==> config.mk <==
export PLATFORM = sky130hd
export DESIGN_NAME = btl_break_trigger
export DESIGN_NICKNAME = d
export VERILOG_FILES = /design/src/hw/btl_pkg.sv /design/src/hw/btl_sync.sv /design/src/hw/btl_break_trigger.sv
export SDC_FILE = /design/constraint.sdc
export NUM_CORES = 1
export LEC_CHECK = 0
export ABC_AREA = 1
export BUFFER_PORTS_ARGS = -buffer_cell sky130_fd_sc_hd__buf_2
export CELL_PAD_IN_SITES_DETAIL_PLACEMENT = 1
export CELL_PAD_IN_SITES_GLOBAL_PLACEMENT = 2
export CORE_MARGIN = 5
export CORE_UTILIZATION = 34
export CTS_BUF_LIST = sky130_fd_sc_hd__clkbuf_8
export DETAILED_ROUTE_END_ITERATION = 10
export HOLD_SLACK_MARGIN = 0.02
export PLACE_DENSITY_LB_ADDON = 0.1
export SETUP_SLACK_MARGIN = 0.5
export SLEW_MARGIN = 20
export SYNTH_ARGS = -nofsm -noshare
export SYNTH_HDL_FRONTEND = slang
export SYNTH_SLANG_ARGS = --single-unit
==> constraint.sdc <==
create_clock -name mclk -period 2.36 [get_ports mclk]
set_input_delay 0.354 -clock mclk [delete_from_list [all_inputs] [get_ports mclk]]
set_output_delay 0.354 -clock mclk [all_outputs]
set_load 0.02 [all_outputs]
==> src/hw/btl_pkg.sv <==
//
// Notes on behaviour
// - With the coaxial trigger enabled as a break condition, every new rising edge on it is a break event and is latched.
// - A latched break event is reported on the first status read after it, in or out of the monitor.
// - Enabling the coordination trigger while its line is true reports at once and breaks unless in the monitor.
// - The coordination trigger event is reported once per break, monitor or run cycle even if the line stays true.
// - A coordination trigger still true after a run request, already reported in the monitor, breaks straight back.
// - Enabling a trigger line first clears its old latched events, then reports and breaks at once if it is true.
// - A trigger line held true by a lasting coordination trigger reports once per break, monitor or run cycle.
// - A trigger line driven internally, or after the coordination trigger drops, reports on every read while true.
// - Trigger line two behaves exactly like trigger line one.
// - On the execute pulse the enabled analyzers start their traces and each start is latched as an event.
// - On the execute pulse an enabled emulator starts the user program and the start is latched as an event.
// - If the program cannot start on the execute pulse a run-failure error is latched.
// - If an analyzer cannot load its trace setup on the execute pulse a trace error is latched.
// - A setup where one analyzer both drives and receives the same trigger line is refused with an error.
package btl_pkg;
    localparam int BTL_AW = 8;
    localparam int BTL_DW = 32;
    // --------------------------------------------------
    // Register offsets
    // --------------------------------------------------
    localparam logic [BTL_AW-1:0] BTL_CTRL = 8'h00;
    localparam logic [BTL_AW-1:0] BTL_ROUTE = 8'h04;
    localparam logic [BTL_AW-1:0] BTL_STATUS = 8'h08;
    localparam logic [BTL_AW-1:0] BTL_MASK = 8'h0c;
    localparam logic [BTL_AW-1:0] BTL_STATE = 8'h10;
    // --------------------------------------------------
    // Control fields
    // --------------------------------------------------
    localparam int CTL_COAX = 0;
    localparam int CTL_COORD = 1;
    localparam int CTL_ONE = 2;
    localparam int CTL_TRACE = 4;
    localparam int CTL_XTRACE = 5;
    localparam int CTL_RUN = 6;
    localparam int CTL_W = 7;
    localparam logic [CTL_W-1:0] CTL_RST = 7'h00;
    // --------------------------------------------------
    // Route fields, one group per trigger line
    // --------------------------------------------------
    localparam int RT_EMU_DRV = 0;
    localparam int RT_EMU_RCV = 1;
    localparam int RT_EXT_DRV = 2;
    localparam int RT_EXT_RCV = 3;
    localparam int RT_COORD = 4;
    localparam int RT_LINE_W = 5;
    localparam int RT_W = 10;
    localparam logic [RT_W-1:0] RT_RST = 10'h000;
    // --------------------------------------------------
    // Status fields
    // --------------------------------------------------
    localparam int ST_COAX = 0;
    localparam int ST_COORD = 1;
    localparam int ST_ONE = 2;
    localparam int ST_TWO = 3;
    localparam int ST_TRACE = 4;
    localparam int ST_XTRACE = 5;
    localparam int ST_RUN = 6;
    localparam int ST_RUNFAIL = 7;
    localparam int ST_TRERR = 8;
    localparam int ST_CONF = 9;
    localparam int ST_W = 11;
    localparam logic [ST_W-1:0] ST_RST = 11'h000;
    localparam logic [ST_W-1:0] MASK_RST = 11'h000;
    // --------------------------------------------------
    // Pin vector positions
    // --------------------------------------------------
    localparam int PIN_COAX = 0;
    localparam int PIN_COORD = 1;
    localparam int PIN_EXEC = 2;
    localparam int PIN_ONE = 3;
    localparam int PIN_W = 5;
endpackage

==> src/hw/btl_sync.sv <==
`timescale 1ns/100ps
module btl_sync #(
    parameter int WIDTH = 5
) (
    // Clock and reset
    input wire logic mclk,
    input wire logic rst_b,
    // Pins
    input wire logic [WIDTH-1:0] asyncIn,
    output logic [WIDTH-1:0] syncOut
);
    if (WIDTH < 1) begin : g_chk
        $error("btl_sync needs WIDTH of at least 1");
    end
    logic [WIDTH-1:0] meta;
    always_ff @(posedge mclk or negedge rst_b) begin
        if (!rst_b) begin
            meta <= '0;
            syncOut <= '0;
        end else begin
            meta <= asyncIn;
            syncOut <= meta;
        end
    end
endmodule // btl_sync

==> src/hw/btl_break_trigger.sv <==
`timescale 1ns/100ps
module btl_break_trigger (
    // Clock and reset
    input wire logic mclk,
    input wire logic rst_b,
    // Register port
    input wire logic [btl_pkg::BTL_AW-1:0] regAddr,
    input wire logic [btl_pkg::BTL_DW-1:0] regWrData,
    input wire logic regWr,
    input wire logic regRd,
    output logic [btl_pkg::BTL_DW-1:0] regRdData,
    // Trigger pins
    input wire logic coaxialTriggerConnector,
    input wire logic coordTrigger,
    input wire logic coordExecute,
    input wire logic internalTriggerOne,
    input wire logic internalTriggerTwo,
    // Emulator core, same clock
    input wire logic monitorActive,
    input wire logic runBlocked,
    input wire logic traceSetupBad,
    input wire logic extTraceSetupBad,
    // Requests to the core
    output logic breakReq,
    output logic traceStart,
    output logic extTraceStart,
    output logic runStart,
    // Interrupt
    output logic irq
);
    import btl_pkg::*;

    typedef struct packed {
        logic [CTL_W-1:0] ctrl;
        logic [RT_W-1:0] route;
        logic [ST_W-1:0] status;
        logic [ST_W-1:0] mask;
        logic sentCoord;
        logic [1:0] sentLine;
        logic monPrev;
        logic coaxPrev;
        logic execPrev;
        logic breakReq;
        logic traceStart;
        logic extTraceStart;
        logic runStart;
        logic irq;
        logic [BTL_DW-1:0] rdData;
    } btl_state_t;

    btl_state_t st;
    btl_state_t next_st;
    logic [PIN_W-1:0] pinS;
    logic coaxS;
    logic coordS;
    logic execS;
    logic [1:0] lineS;
    logic rdStat;
    logic execRise;

    function automatic logic routeClash(input logic [RT_LINE_W-1:0] f);
        return (f[RT_EMU_DRV] & f[RT_EMU_RCV]) | (f[RT_EXT_DRV] & f[RT_EXT_RCV]);
    endfunction

    // --------------------------------------------------
    // Pin synchronisers
    // --------------------------------------------------
    btl_sync #(.WIDTH(PIN_W)) u_sync (
        .mclk(mclk),
        .rst_b(rst_b),
        .asyncIn({internalTriggerTwo, internalTriggerOne, coordExecute, coordTrigger, coaxialTriggerConnector}),
        .syncOut(pinS)
    );

    assign coaxS = pinS[PIN_COAX];
    assign coordS = pinS[PIN_COORD];
    assign execS = pinS[PIN_EXEC];
    assign lineS = pinS[PIN_ONE +: 2];
    assign rdStat = regRd && (regAddr == BTL_STATUS);
    assign execRise = execS && !st.execPrev;

    // --------------------------------------------------
    // Next state
    // --------------------------------------------------
    always_comb begin
        logic [ST_W-1:0] setEv;
        logic [ST_W-1:0] clrEv;
        logic [1:0] lineOnce;
        logic [1:0] enRise;
        logic coordRise;
        logic trig;
        logic cycleEdge;
        setEv = '0;
        clrEv = '0;
        lineOnce = '0;
        enRise = '0;
        coordRise = 1'b0;
        trig = 1'b0;
        cycleEdge = monitorActive != st.monPrev;
        next_st = st;
        next_st.monPrev = monitorActive;
        next_st.coaxPrev = coaxS;
        next_st.execPrev = execS;
        next_st.traceStart = 1'b0;
        next_st.extTraceStart = 1'b0;
        next_st.runStart = 1'b0;
        next_st.rdData = '0;
        // Register reads
        if (regRd) begin
            case (regAddr)
                BTL_CTRL: next_st.rdData = BTL_DW'(st.ctrl);
                BTL_ROUTE: next_st.rdData = BTL_DW'(st.route);
                BTL_STATUS: next_st.rdData = BTL_DW'(st.status);
                BTL_MASK: next_st.rdData = BTL_DW'(st.mask);
                BTL_STATE: next_st.rdData = BTL_DW'({st.breakReq, lineS, coordS, coaxS, monitorActive});
                default: next_st.rdData = '0;
            endcase
        end
        if (rdStat) begin
            clrEv = st.status;
        end
        // Register writes
        if (regWr) begin
            case (regAddr)
                BTL_CTRL: begin
                    next_st.ctrl = regWrData[CTL_W-1:0];
                    enRise = regWrData[CTL_ONE +: 2] & ~st.ctrl[CTL_ONE +: 2];
                    coordRise = regWrData[CTL_COORD] & ~st.ctrl[CTL_COORD];
                end
                BTL_ROUTE: begin
                    for (int k = 0; k < 2; k++) begin
                        if (routeClash(regWrData[k*RT_LINE_W +: RT_LINE_W])) begin
                            setEv[ST_CONF + k] = 1'b1;
                        end else begin
                            next_st.route[k*RT_LINE_W +: RT_LINE_W] = regWrData[k*RT_LINE_W +: RT_LINE_W];
                        end
                    end
                end
                BTL_MASK: next_st.mask = regWrData[ST_W-1:0];
                default: ;
            endcase
        end
        // Coaxial trigger, edge sensitive
        if (st.ctrl[CTL_COAX] && coaxS && !st.coaxPrev) begin
            setEv[ST_COAX] = 1'b1;
            trig = 1'b1;
        end
        // Coordination trigger, level sensitive, once per cycle
        if (st.ctrl[CTL_COORD] && coordS) begin
            trig = 1'b1;
            if (!st.sentCoord && !(rdStat && st.status[ST_COORD])) begin
                setEv[ST_COORD] = 1'b1;
            end
        end
        if (cycleEdge || coordRise) begin
            next_st.sentCoord = 1'b0;
        end else if (rdStat && st.status[ST_COORD]) begin
            next_st.sentCoord = 1'b1;
        end
        if (coordRise) begin
            clrEv[ST_COORD] = 1'b1;
        end
        // Internal trigger lines one and two
        for (int k = 0; k < 2; k++) begin
            lineOnce[k] = st.route[k*RT_LINE_W + RT_COORD] && coordS;
            if (st.ctrl[CTL_ONE + k] && lineS[k]) begin
                trig = 1'b1;
                if (!(lineOnce[k] && (st.sentLine[k] || (rdStat && st.status[ST_ONE + k])))) begin
                    setEv[ST_ONE + k] = 1'b1;
                end
            end
            if (cycleEdge || enRise[k] || !lineOnce[k]) begin
                next_st.sentLine[k] = 1'b0;
            end else if (rdStat && st.status[ST_ONE + k]) begin
                next_st.sentLine[k] = 1'b1;
            end
            if (enRise[k]) begin
                clrEv[ST_ONE + k] = 1'b1;
            end
        end
        // Execute pulse
        if (execRise) begin
            if (st.ctrl[CTL_TRACE]) begin
                if (traceSetupBad) begin
                    setEv[ST_TRERR] = 1'b1;
                end else begin
                    next_st.traceStart = 1'b1;
                    setEv[ST_TRACE] = 1'b1;
                end
            end
            if (st.ctrl[CTL_XTRACE]) begin
                if (extTraceSetupBad) begin
                    setEv[ST_TRERR] = 1'b1;
                end else begin
                    next_st.extTraceStart = 1'b1;
                    setEv[ST_XTRACE] = 1'b1;
                end
            end
            if (st.ctrl[CTL_RUN]) begin
                if (runBlocked) begin
                    setEv[ST_RUNFAIL] = 1'b1;
                end else begin
                    next_st.runStart = 1'b1;
                    setEv[ST_RUN] = 1'b1;
                end
            end
        end
        // Status: a new event wins over the read clear
        next_st.status = (st.status & ~clrEv) | setEv;
        next_st.breakReq = !monitorActive && (st.breakReq || trig);
        next_st.irq = |(next_st.status & next_st.mask);
    end

    always_ff @(posedge mclk or negedge rst_b) begin
        if (!rst_b) begin
            st <= '{ctrl: CTL_RST, route: RT_RST, status: ST_RST, mask: MASK_RST, default: '0};
        end else begin
            st <= next_st;
        end
    end

    assign regRdData = st.rdData;
    assign breakReq = st.breakReq;
    assign traceStart = st.traceStart;
    assign extTraceStart = st.extTraceStart;
    assign runStart = st.runStart;
    assign irq = st.irq;

    logic lineOnce1;
    logic lineOnce2;
    assign lineOnce1 = st.route[RT_COORD] && coordS;
    assign lineOnce2 = st.route[RT_LINE_W + RT_COORD] && coordS;
endmodule // btl_break_trigger

; Word-level counts from Yosys, hierarchy flattened
; Index checks and enable logic that the tools add are counted.
[totals]
ff_bits = 92
in_bits = 53
output_inout_bits = 37
wordCells = 125
[op_classes]
eq_ne = 5
mux = 46
bitwise_logic = 16
n_reduce_logical = 39
[op_table]
columns = op, count
row1 = one-hot mux 11 bit (5 select lines), 1
row2 = 2-to-1 mux 1 bit, 34
row3 = 2-to-1 mux 11 bit, 3
row4 = 2-to-1 mux 32 bit, 1
row5 = AND 11 bit, 2
row6 = "equality test 8 x 4 -> 1 bit, second input constant", 2
row7 = logical AND 1 bit, 16
row8 = inverter 11 bit, 1
row9 = bitwise OR 11 bit, 1
row10 = OR reduction 11 bit, 1
row11 = 2-to-1 mux 2 bit, 5
row12 = "equality test 8 x 3 -> 1 bit, second input constant", 1
row13 = "equality test 8 x 5 -> 1 bit, second input constant", 1
row14 = logical NOT 8 bit, 1
row15 = logical OR 1 bit, 8
row16 = logical NOT 1 bit, 7
row17 = AND reduction 3 bit, 2
row18 = nonzero test 2 bit, 3
row19 = AND 1 bit, 5
row20 = 2-to-1 mux 5 bit, 1
row21 = 2-to-1 mux 3 bit, 1
row22 = inverter 1 bit, 3
row23 = AND 2 bit, 1
row24 = inverter 2 bit, 1
row25 = other kinds (3), 4

; Depth between registers and ports, before layout
; Gate-level depths: netlist (run 1).
[logic_depth]
ltp_word = 10
depth_mapped = 13
ltp_nobuf = 12

; Hierarchy
; From an unflattened synthesis (run 1), not the netlist that was laid out.
[hier_totals]
hier_cells = 397
area_unflattened_um2 = 3375.7
[modules_own_cells]
columns = module, instances, cells_per_inst, area_per_inst_um2, seq_area_each_um2
row1 = btl_break_trigger, 1, 387, 3125.5, 1526.5
row2 = btl_sync, 1, 10, 250.2, 250.2

; Least setup slack after synthesis (run 1)
; No wires, ideal clock.
[synth_path]
path_type = input to register
start = in regAddr[4] in the netlist's numbering
end = reg st, in the netlist irq
setup_ns = 0.117
t_arrival_ns = 1.374
required_ns = 2.243
slack_ns = 0.868
cell_stages = 13
n_path_buf = 1
path_cell_list = nor2_1 > nand2_4 > inv_2 > nand3_1 > buf_6 > nand2_1 > nand2_1 > nand2_1 > nand2_1 > nor2_1 > nand2_1 > nor2_2 > nand2_1
[synth_rtl]
columns = element, line_no
row1 = from (decl), btl_break_trigger.sv:7  ; input wire logic [btl_pkg::BTL_AW-1:0] regAddr,
row2 = to (signal assigned), btl_break_trigger.sv:218  ; st <= next_st;
row3 = to (decl), btl_break_trigger.sv:51  ; btl_state_t st;

==> results.txt, run 1 <==
----------------------------------------------------
[Detailed routing]
  Detailed-route via count ... 2627
  Post-detailed-routing wire length ... 9040 um
  Detail-routed via count per cell ... 4.48
  Average wire per standard cell ... 15.4 um
  Number of detailed-routing iterations run before antenna repair ... 4
  DRC viols ... 0
  Number of design-rule violations left by the first detailed-router iteration ... 109
  Remaining antenna violation count after routing ... 0

[STA]
  Actual transition at the worst max-transition pin ... 0.530 ns
  Setup_tns ... 0 ns
  Setup repair after global routing missed its margin ... false
  Worst slew margin ... 64.7%
  Setup clock skew after layout ... 0.00616 ns
  Tmin final ... 1.56 ns
  Pins over their slew limit ... 0
  Highest Clock Rate ... 0.641 GHz
  Worst hold slack after final layout ... 0.0962 ns
  Number of setup violations in the final report ... 0
  Portion of the clock cycle consumed by the worst path in the final layout ... 66.1%
  Hold Fails Final Rpt ... 0

[Logic synthesis]
  Area of the mapped netlist ... 0.00338 mm2
  Yosys warning total ... 0
  Distinct cell type count after synthesis ... 33
  Sequential share of the synthesized area ... 52.6%
  Post-synthesis average cell area ... 8.50 um2
  Synthesized instance count ... 397
  FF+latch count, synth ... 71

[Setup path]
  Crit path required time ... 2.61 ns
  Category of cells accounting for the largest share of critical-path delay ... simple AND/OR/NAND/NOR gates
  Arr. time, crit path ... 1.81 ns
  Setup crit start kind ... primary input
  Slowest library cell on the worst path ... sky130_fd_sc_hd__buf_4
  Type of the setup path with the least slack ... primary input to flop
  Slowest cell delay on critical path ... 0.22 ns
  Number of buffers and inverters on the critical path ... 3
  Most Frequent Cell on Critical Path ... sky130_fd_sc_hd__nand2_1
  Cell breakdown of the critical path ... buf_2 > nor2_1 > nand2_4 > inv_2 > nand3_2 > buf_4 > nand2_2 > nand2_2 > nand2_1 > nand2_1 > nor2_1 > nand2_1 > nor2_2 > nand2_1
  Endpoint type of the worst setup path ... flop
  Critical path peak fanout ... 10

[Floorplanning]
  Overall die area ... 0.0120 mm2
  Effective utilization at floorplan ... 34.7%
  DIE WIDTH ... 110 um
  Number of top-level pins ... 90
  Core area ... 0.00973 mm2
  Die Height ... 110 um
  FP Rows ... 36

[Global route]
  Number of antenna violations at the first check in global routing ... 0
  Global router's overall resource usage ... 16.8%
  Gr ovfl total ... 0
  Pin count of the biggest net entering global routing ... 39
  Via count of the first global-routing pass ... 2868
  Global-route wire length before repair ... 14900 um

[CTS]
  Max clock buf depth ... 2
  CTS Sinks ... 71
  Clock tree root buffer cell ... sky130_fd_sc_hd__clkbuf_8
  Post CTS Setup Buffer Count ... 0
  H-tree depth ... 3
  Clock transition at the registers of the reported paths ... 0.07 ns
  Clock insertion delay at the later pin of the skew report ... 0.36 ns
  TritonCTS clock tree ... yes
  Number of buffers inserted during clock tree synthesis ... 9

[Layout]
  Commonest cells after routing, fill and taps aside ... 119 x sky130_fd_sc_hd__nand2_1, 71 x sky130_fd_sc_hd__dfrtp_1, 46 x sky130_fd_sc_hd__inv_1, 46 x sky130_fd_sc_hd__buf_2, 29 x sky130_fd_sc_hd__nand3_1
  Cell area after layout ... 0.00386 mm2
  Number of antenna diodes ... 0
  Total Nets Final ... 501
  Proportion of layout cells with a drive suffix above 1 ... 20.8%
  Leading cell type in the layout, fill and taps excluded ... sky130_fd_sc_hd__nand2_1
  Relative area change from synthesis to final layout ... 14.4%
  Post-route core utilization ... 39.7%

[Placed design]
  Post-Place Cell Area ... 0.00366 mm2
  GPL Wtd Cong ... 0.767
  Buffers on Ports ... 47
  Final HPWL DP ... 6710 um

[Power]
  Pwr dens ... 660 mW/mm2
  Worst VDD drop ... 200 uV
  PnR Total Power ... 2.55 mW
  Leakage power summed over all cells ... 2.11 nW

[Job]
  Max capacitance violation total ... 0

[Worst hold path]
  Type of the worst min-delay path ... primary input to flop

[Status]
  Run status ... completed

----------------------------------------------------
## where the power goes
part,internal (mW),switching (mW)
sequential,1.29,0.0499
combinational,0.0779,0.174
clock,0.491,0.462
## logic make-up (layout without fill, tap and decap cells)
kind of cell           after synthesis  count (layout)  share of synthesized area [%]
AND/OR/NAND/NOR                    196             196                           25.7
buffers and inverters               86             122                           14.0
XOR/XNOR                             1               1                          0.259
flip-flops                          71              71                           52.6
other                                1              21                          0.111
AO/OA/AOI/OAI                       42              42                           7.26
## state kept, by name (all words and copies together), names as in the netlist
signal / cells
extTraceStart: 1
regRdData: 11
traceStart: 1
breakReq: 1
u_sync.meta: 5
st: 45
u_sync.syncOut: 5
runStart: 1
irq: 1
## Yosys cell counts
master / number / area, um2
sky130_fd_sc_hd__a221oi_1: 1 / 8.76
sky130_fd_sc_hd__nand2_2: 11 / 68.8
sky130_fd_sc_hd__o21ai_0: 23 / 115
sky130_fd_sc_hd__clkbuf_1: 2 / 7.51
sky130_fd_sc_hd__buf_2: 2 / 10.0
sky130_fd_sc_hd__a22o_1: 2 / 17.5
sky130_fd_sc_hd__a21oi_1: 7 / 35.0
sky130_fd_sc_hd__nor2_1: 25 / 93.8
sky130_fd_sc_hd__inv_1: 45 / 169
sky130_fd_sc_hd__clkbuf_8: 1 / 13.8
sky130_fd_sc_hd__nand2_1: 119 / 447
sky130_fd_sc_hd__a22oi_1: 1 / 7.51
sky130_fd_sc_hd__inv_2: 1 / 3.75
sky130_fd_sc_hd__a41oi_1: 3 / 26.3
sky130_fd_sc_hd__conb_1: 1 / 3.75
sky130_fd_sc_hd__nor2_2: 2 / 12.5
sky130_fd_sc_hd__o21ai_1: 1 / 5.00
sky130_fd_sc_hd__nand2_4: 1 / 11.3
sky130_fd_sc_hd__buf_6: 2 / 22.5
sky130_fd_sc_hd__xnor2_1: 1 / 8.76
sky130_fd_sc_hd__nand3_2: 1 / 10.0
sky130_fd_sc_hd__nor4_1: 1 / 6.26
sky130_fd_sc_hd__dfrtp_1: 71 / 1780
sky130_fd_sc_hd__a211oi_1: 1 / 7.51
sky130_fd_sc_hd__o211a_1: 1 / 10.0
sky130_fd_sc_hd__nand3b_2: 2 / 22.5
sky130_fd_sc_hd__a31oi_1: 2 / 12.5
sky130_fd_sc_hd__buf_4: 33 / 248
sky130_fd_sc_hd__nand3_1: 29 / 145
sky130_fd_sc_hd__nor3_1: 1 / 5.00
sky130_fd_sc_hd__nor2_4: 1 / 11.3
sky130_fd_sc_hd__nand4_1: 2 / 12.5
sky130_fd_sc_hd__nor4_4: 1 / 21.3
## stage by stage
step	setup WS, ns	instances
2_1_floorplan	0.868	417
4_1_cts	0.801	586
3_3_place_gp	0.443	569
3_5_place_dp	0.409	569
6_report	0.799	586
5_1_grt	0.625	586
## path summary, 6_finish.rpt
kind                                    startpoint                end  slack, ns  cells past startpoint
max                                     regAddr[4]                irq       0.80                     14
min reg2reg                         u_sync.meta[4]  u_sync.syncOut[4]       0.35                      0
min                        coaxialTriggerConnector     u_sync.meta[0]        0.1                      1
max in group asynchronous                    rst_b             st[42]       1.26                      3
max reg2reg                      u_sync.syncOut[2]                irq       0.97                     10
min in group asynchronous                    rst_b       regRdData[9]       0.52                      2
## per-layer routing
| metal | share of wire (%) | vias up | routed length, um | GRT usage, % |
|---|---|---|---|---|
| li1 | - | 1293 | - | - |
| met1 | 49 | 1254 | 4440 | 22.9 |
| met2 | 45 | 63 | 4030 | 25.6 |
| met3 | 4.3 | 17 | 388 | 3.64 |
| met4 | 2.1 | 0 | 189 | 7.48 |
| met5 | 0 | - | 0 | 0 |
## timing repair
item | in CTS | in global routing
hold buffers | 1 | 0
endpoints found under the hold margin | 37 | 0
gates resized for setup | 0 | 0
## layout make-up
cell class | instances | area [um2]
clock buffers | 13 | 179
clock inverters | 3 | 16.3
fillers | 1235 | 5870
inverters | 46 | 173
multi-input cells | 260 | 1200
flip-flops and latches | 71 | 1780
well taps | 133 | 166
repair buffers | 60 | 350
No activity file was read; power rests on OpenSTA's default activity.
==> inputs of run 2 (changes only) <==
--- a/config.mk
+++ b/config.mk
@@ -10,7 +10,7 @@
 export CELL_PAD_IN_SITES_DETAIL_PLACEMENT = 1
 export CELL_PAD_IN_SITES_GLOBAL_PLACEMENT = 2
 export CORE_MARGIN = 5
-export CORE_UTILIZATION = 34
+export CORE_UTILIZATION = 28
 export CTS_BUF_LIST = sky130_fd_sc_hd__clkbuf_8
 export DETAILED_ROUTE_END_ITERATION = 10
 export HOLD_SLACK_MARGIN = 0.02
==> constraint.sdc (replaced) <==
create_clock -name mclk -period 1.3 [get_ports mclk]
set_input_delay 0.195 -clock mclk [delete_from_list [all_inputs] [get_ports mclk]]
set_output_delay 0.195 -clock mclk [all_outputs]
set_load 0.02 [all_outputs]
==> run 2 against run 1 <==
  * First-iteration DRC count down 8.3%
  * Setup slack got worse by 0.74 ns
  * Non-clock buffer count up 80
  * Via count rose by 15%
  * Worst hold slack got worse by 0.0082 ns
  * Largest cell class is now multi-input gates
  * Sequential share of layout area decreased by 15 points
  * Largest power group unchanged
  * Die area increased by 19%
  * Clock skew up 0.0053 ns
==> results.txt, run 2 (synthesized netlist as in run 1, its figures left out) <==
----------------------------------------------------
[CTS]
  CTS Sinks ... 71
  H-tree depth ... 3
  Clock tree root buffer cell ... sky130_fd_sc_hd__clkbuf_8
  Number of buffers inserted during clock tree synthesis ... 9
  Clock insertion delay at the later pin of the skew report ... 0.36 ns
  TritonCTS clock tree ... yes
  Max clock buf depth ... 2
  Clock transition at the registers of the reported paths ... 0.09 ns

[Placed design]
  Buffers on Ports ... 47
  GPL Wtd Cong ... 0.793
  Post-Place Cell Area ... 0.00404 mm2
  Worst slack at placement ... -0.265 ns
  Final HPWL DP ... 7730 um
  Cell count after placement ... 619

[Power]
  Pwr dens ... 906 mW/mm2
  Leakage power summed over all cells ... 2.89 nW
  Worst VDD drop ... 711 uV

[Layout]
  Post-route core utilization ... 47.6%
  Area of combinational cells with multiple inputs ... 0.00188 mm2
  Most flop-heavy register ... st
  Flip-flop count of the largest register after layout ... 45
  Number of filler instances in the final layout ... 1332
  Sequential cell area ... 0.00178 mm2
  Proportion of layout cells with a drive suffix above 1 ... 55.3%
  Cell area after layout ... 0.00567 mm2
  Commonest cells after routing, fill and taps aside ... 74 x sky130_fd_sc_hd__nand2_1, 68 x sky130_fd_sc_hd__dfrtp_1, 54 x sky130_fd_sc_hd__buf_6, 40 x sky130_fd_sc_hd__nand2_2, 36 x sky130_fd_sc_hd__buf_4
  Number of antenna diodes ... 0
  Relative area change from synthesis to final layout ... 68.0%
  Leading cell type in the layout, fill and taps excluded ... sky130_fd_sc_hd__nand2_1
  Total Nets Final ... 583
  Number of non-filler instances in the completed layout ... 682

[Detailed routing]
  Number of design-rule violations left by the first detailed-router iteration ... 100
  Remaining antenna violation count after routing ... 0
  Number of detailed-routing iterations run before antenna repair ... 4
  Average wire per standard cell ... 17.2 um
  DRC viols ... 0
  Post-detailed-routing wire length ... 11700 um
  Detail-routed via count per cell ... 4.44
  Detailed-route via count ... 3027

[STA]
  Portion of the clock cycle consumed by the worst path in the final layout ... 95.4%
  Highest Clock Rate ... 0.806 GHz
  Worst hold slack after final layout ... 0.0880 ns
  Pins over their slew limit ... 0
  Number of setup violations in the final report ... 0
  Hold Fails Final Rpt ... 0
  Actual transition at the worst max-transition pin ... 0.552 ns
  Worst Slack Setup Final ... 0.0593 ns
  Worst slew margin ... 62.8%
  Setup clock skew after layout ... 0.0115 ns
  Tmin final ... 1.24 ns
  Setup repair after global routing missed its margin ... true

[Setup path]
  Type of the setup path with the least slack ... flop to flop
  Setup slack on the worst flop-to-flop path ... 0.06 ns
  Arr. time, crit path ... 1.50 ns
  Setup crit start kind ... flop
  Endpoint type of the worst setup path ... flop
  Critical path peak fanout ... 3
  Crit path required time ... 1.56 ns

[Global route]
  Pin count of the biggest net entering global routing ... 23
  Global router's overall resource usage ... 16.9%
  Via count of the first global-routing pass ... 3292
  Gr ovfl total ... 0
  Grt met2 use ... 27.3%
  Number of antenna violations at the first check in global routing ... 0
  Met3 GRT Util ... 4.85%
  Global-route wire length before repair ... 18400 um
  GRT Max-Usage Layer ... met2
  GR Layer Usage met1 ... 22.5%

[Floorplanning]
  Die Height ... 120 um
  FP Rows ... 40
  DIE WIDTH ... 120 um
  Overall die area ... 0.0144 mm2
  Number of top-level pins ... 90
  Core area ... 0.0119 mm2
  Effective utilization at floorplan ... 28.3%

[Worst hold path]
  Type of the worst min-delay path ... primary input to flop

[Status]
  Run status ... completed

[Job]
  Max capacitance violation total ... 0

----------------------------------------------------
## run 2: changes by cell type in the layout (fill, tap and decap cells not counted), moves of 14 or more
cell / change
sky130_fd_sc_hd__nand3_1: -21
sky130_fd_sc_hd__o21ai_0: -22
sky130_fd_sc_hd__nand3_2: +14
sky130_fd_sc_hd__buf_6: +54
sky130_fd_sc_hd__buf_2: -23
sky130_fd_sc_hd__inv_1: -16
sky130_fd_sc_hd__nand2_1: -45
sky130_fd_sc_hd__nor2_1: -14
sky130_fd_sc_hd__buf_4: +24
sky130_fd_sc_hd__nand2_2: +29
sky130_fd_sc_hd__nand2_4: +15
## run 2: repair_timing
item                                   CTS  global route
resized for setup                      143           136
hold buffers                             7             0
gates cloned                             5             1
endpoints found under the hold margin   62             0
pin swaps                               37            41
setup buffers                           23            11
setup endpoints to repair               72            83
## run 2: worst paths after layout
path,from,end,depth (start not counted)
setup / recovery,st[79],irq,9
hold / removal,regWrData[6],st[49],3
setup reg to reg,st[79],irq,9
hold reg to reg,u_sync.meta[3],u_sync.syncOut[3],0
max in group asynchronous,rst_b,breakReq,3
min in group asynchronous,rst_b,st[71],2
## run 2: metal layers
metal / part of all wire, % / vias up
li1: - / 1469
met1: 46 / 1488
met2: 49 / 62
met3: 3.4 / 8
met4: 1.2 / 0
met5: 0 / -
## run 2: worst max-delay path: stages, from the launching register on
cell,delay (ns)
sky130_fd_sc_hd__dfrtp_1,0.40
sky130_fd_sc_hd__a22o_1,0.21
sky130_fd_sc_hd__nand2_2,0.08
sky130_fd_sc_hd__nand2_2,0.07
sky130_fd_sc_hd__nand2_2,0.05
sky130_fd_sc_hd__nand2_1,0.05
sky130_fd_sc_hd__nor2_1,0.09
sky130_fd_sc_hd__nand2_1,0.07
sky130_fd_sc_hd__nor2_2,0.07
sky130_fd_sc_hd__nand2_1,0.05
## run 2: power breakdown
part	internal, mW	total (mW)	switching (mW)
clock network	0.952	1.88	0.930
registers	2.35	2.48	0.132
logic	0.342	0.781	0.439
total	3.64	5.14	1.50
## run 2: layout make-up
| cell class | count | area share [%] |
|---|---|---|
| clock buffers | 10 | 2.43 |
| multi-input cells | 262 | 33.1 |
| flip-flops and latches | 71 | 31.4 |
| clock inverters | 6 | 1.17 |
| inverters | 46 | 3.38 |
| well taps | 147 | 3.24 |
| repair buffers | 140 | 25.3 |
## run 2: metrics by stage
| step | TNS [ns] | power [mW] |
|---|---|---|
| 3_3_place_gp | -4.08 | 3.02 |
| 4_1_cts | 0 | 5.08 |
| 6_report | 0 | 5.14 |
| 3_5_place_dp | -4.36 | 3.03 |
| 5_1_grt | -0.0649 | 5.42 |
| 2_1_floorplan | 0 | 2.78 |
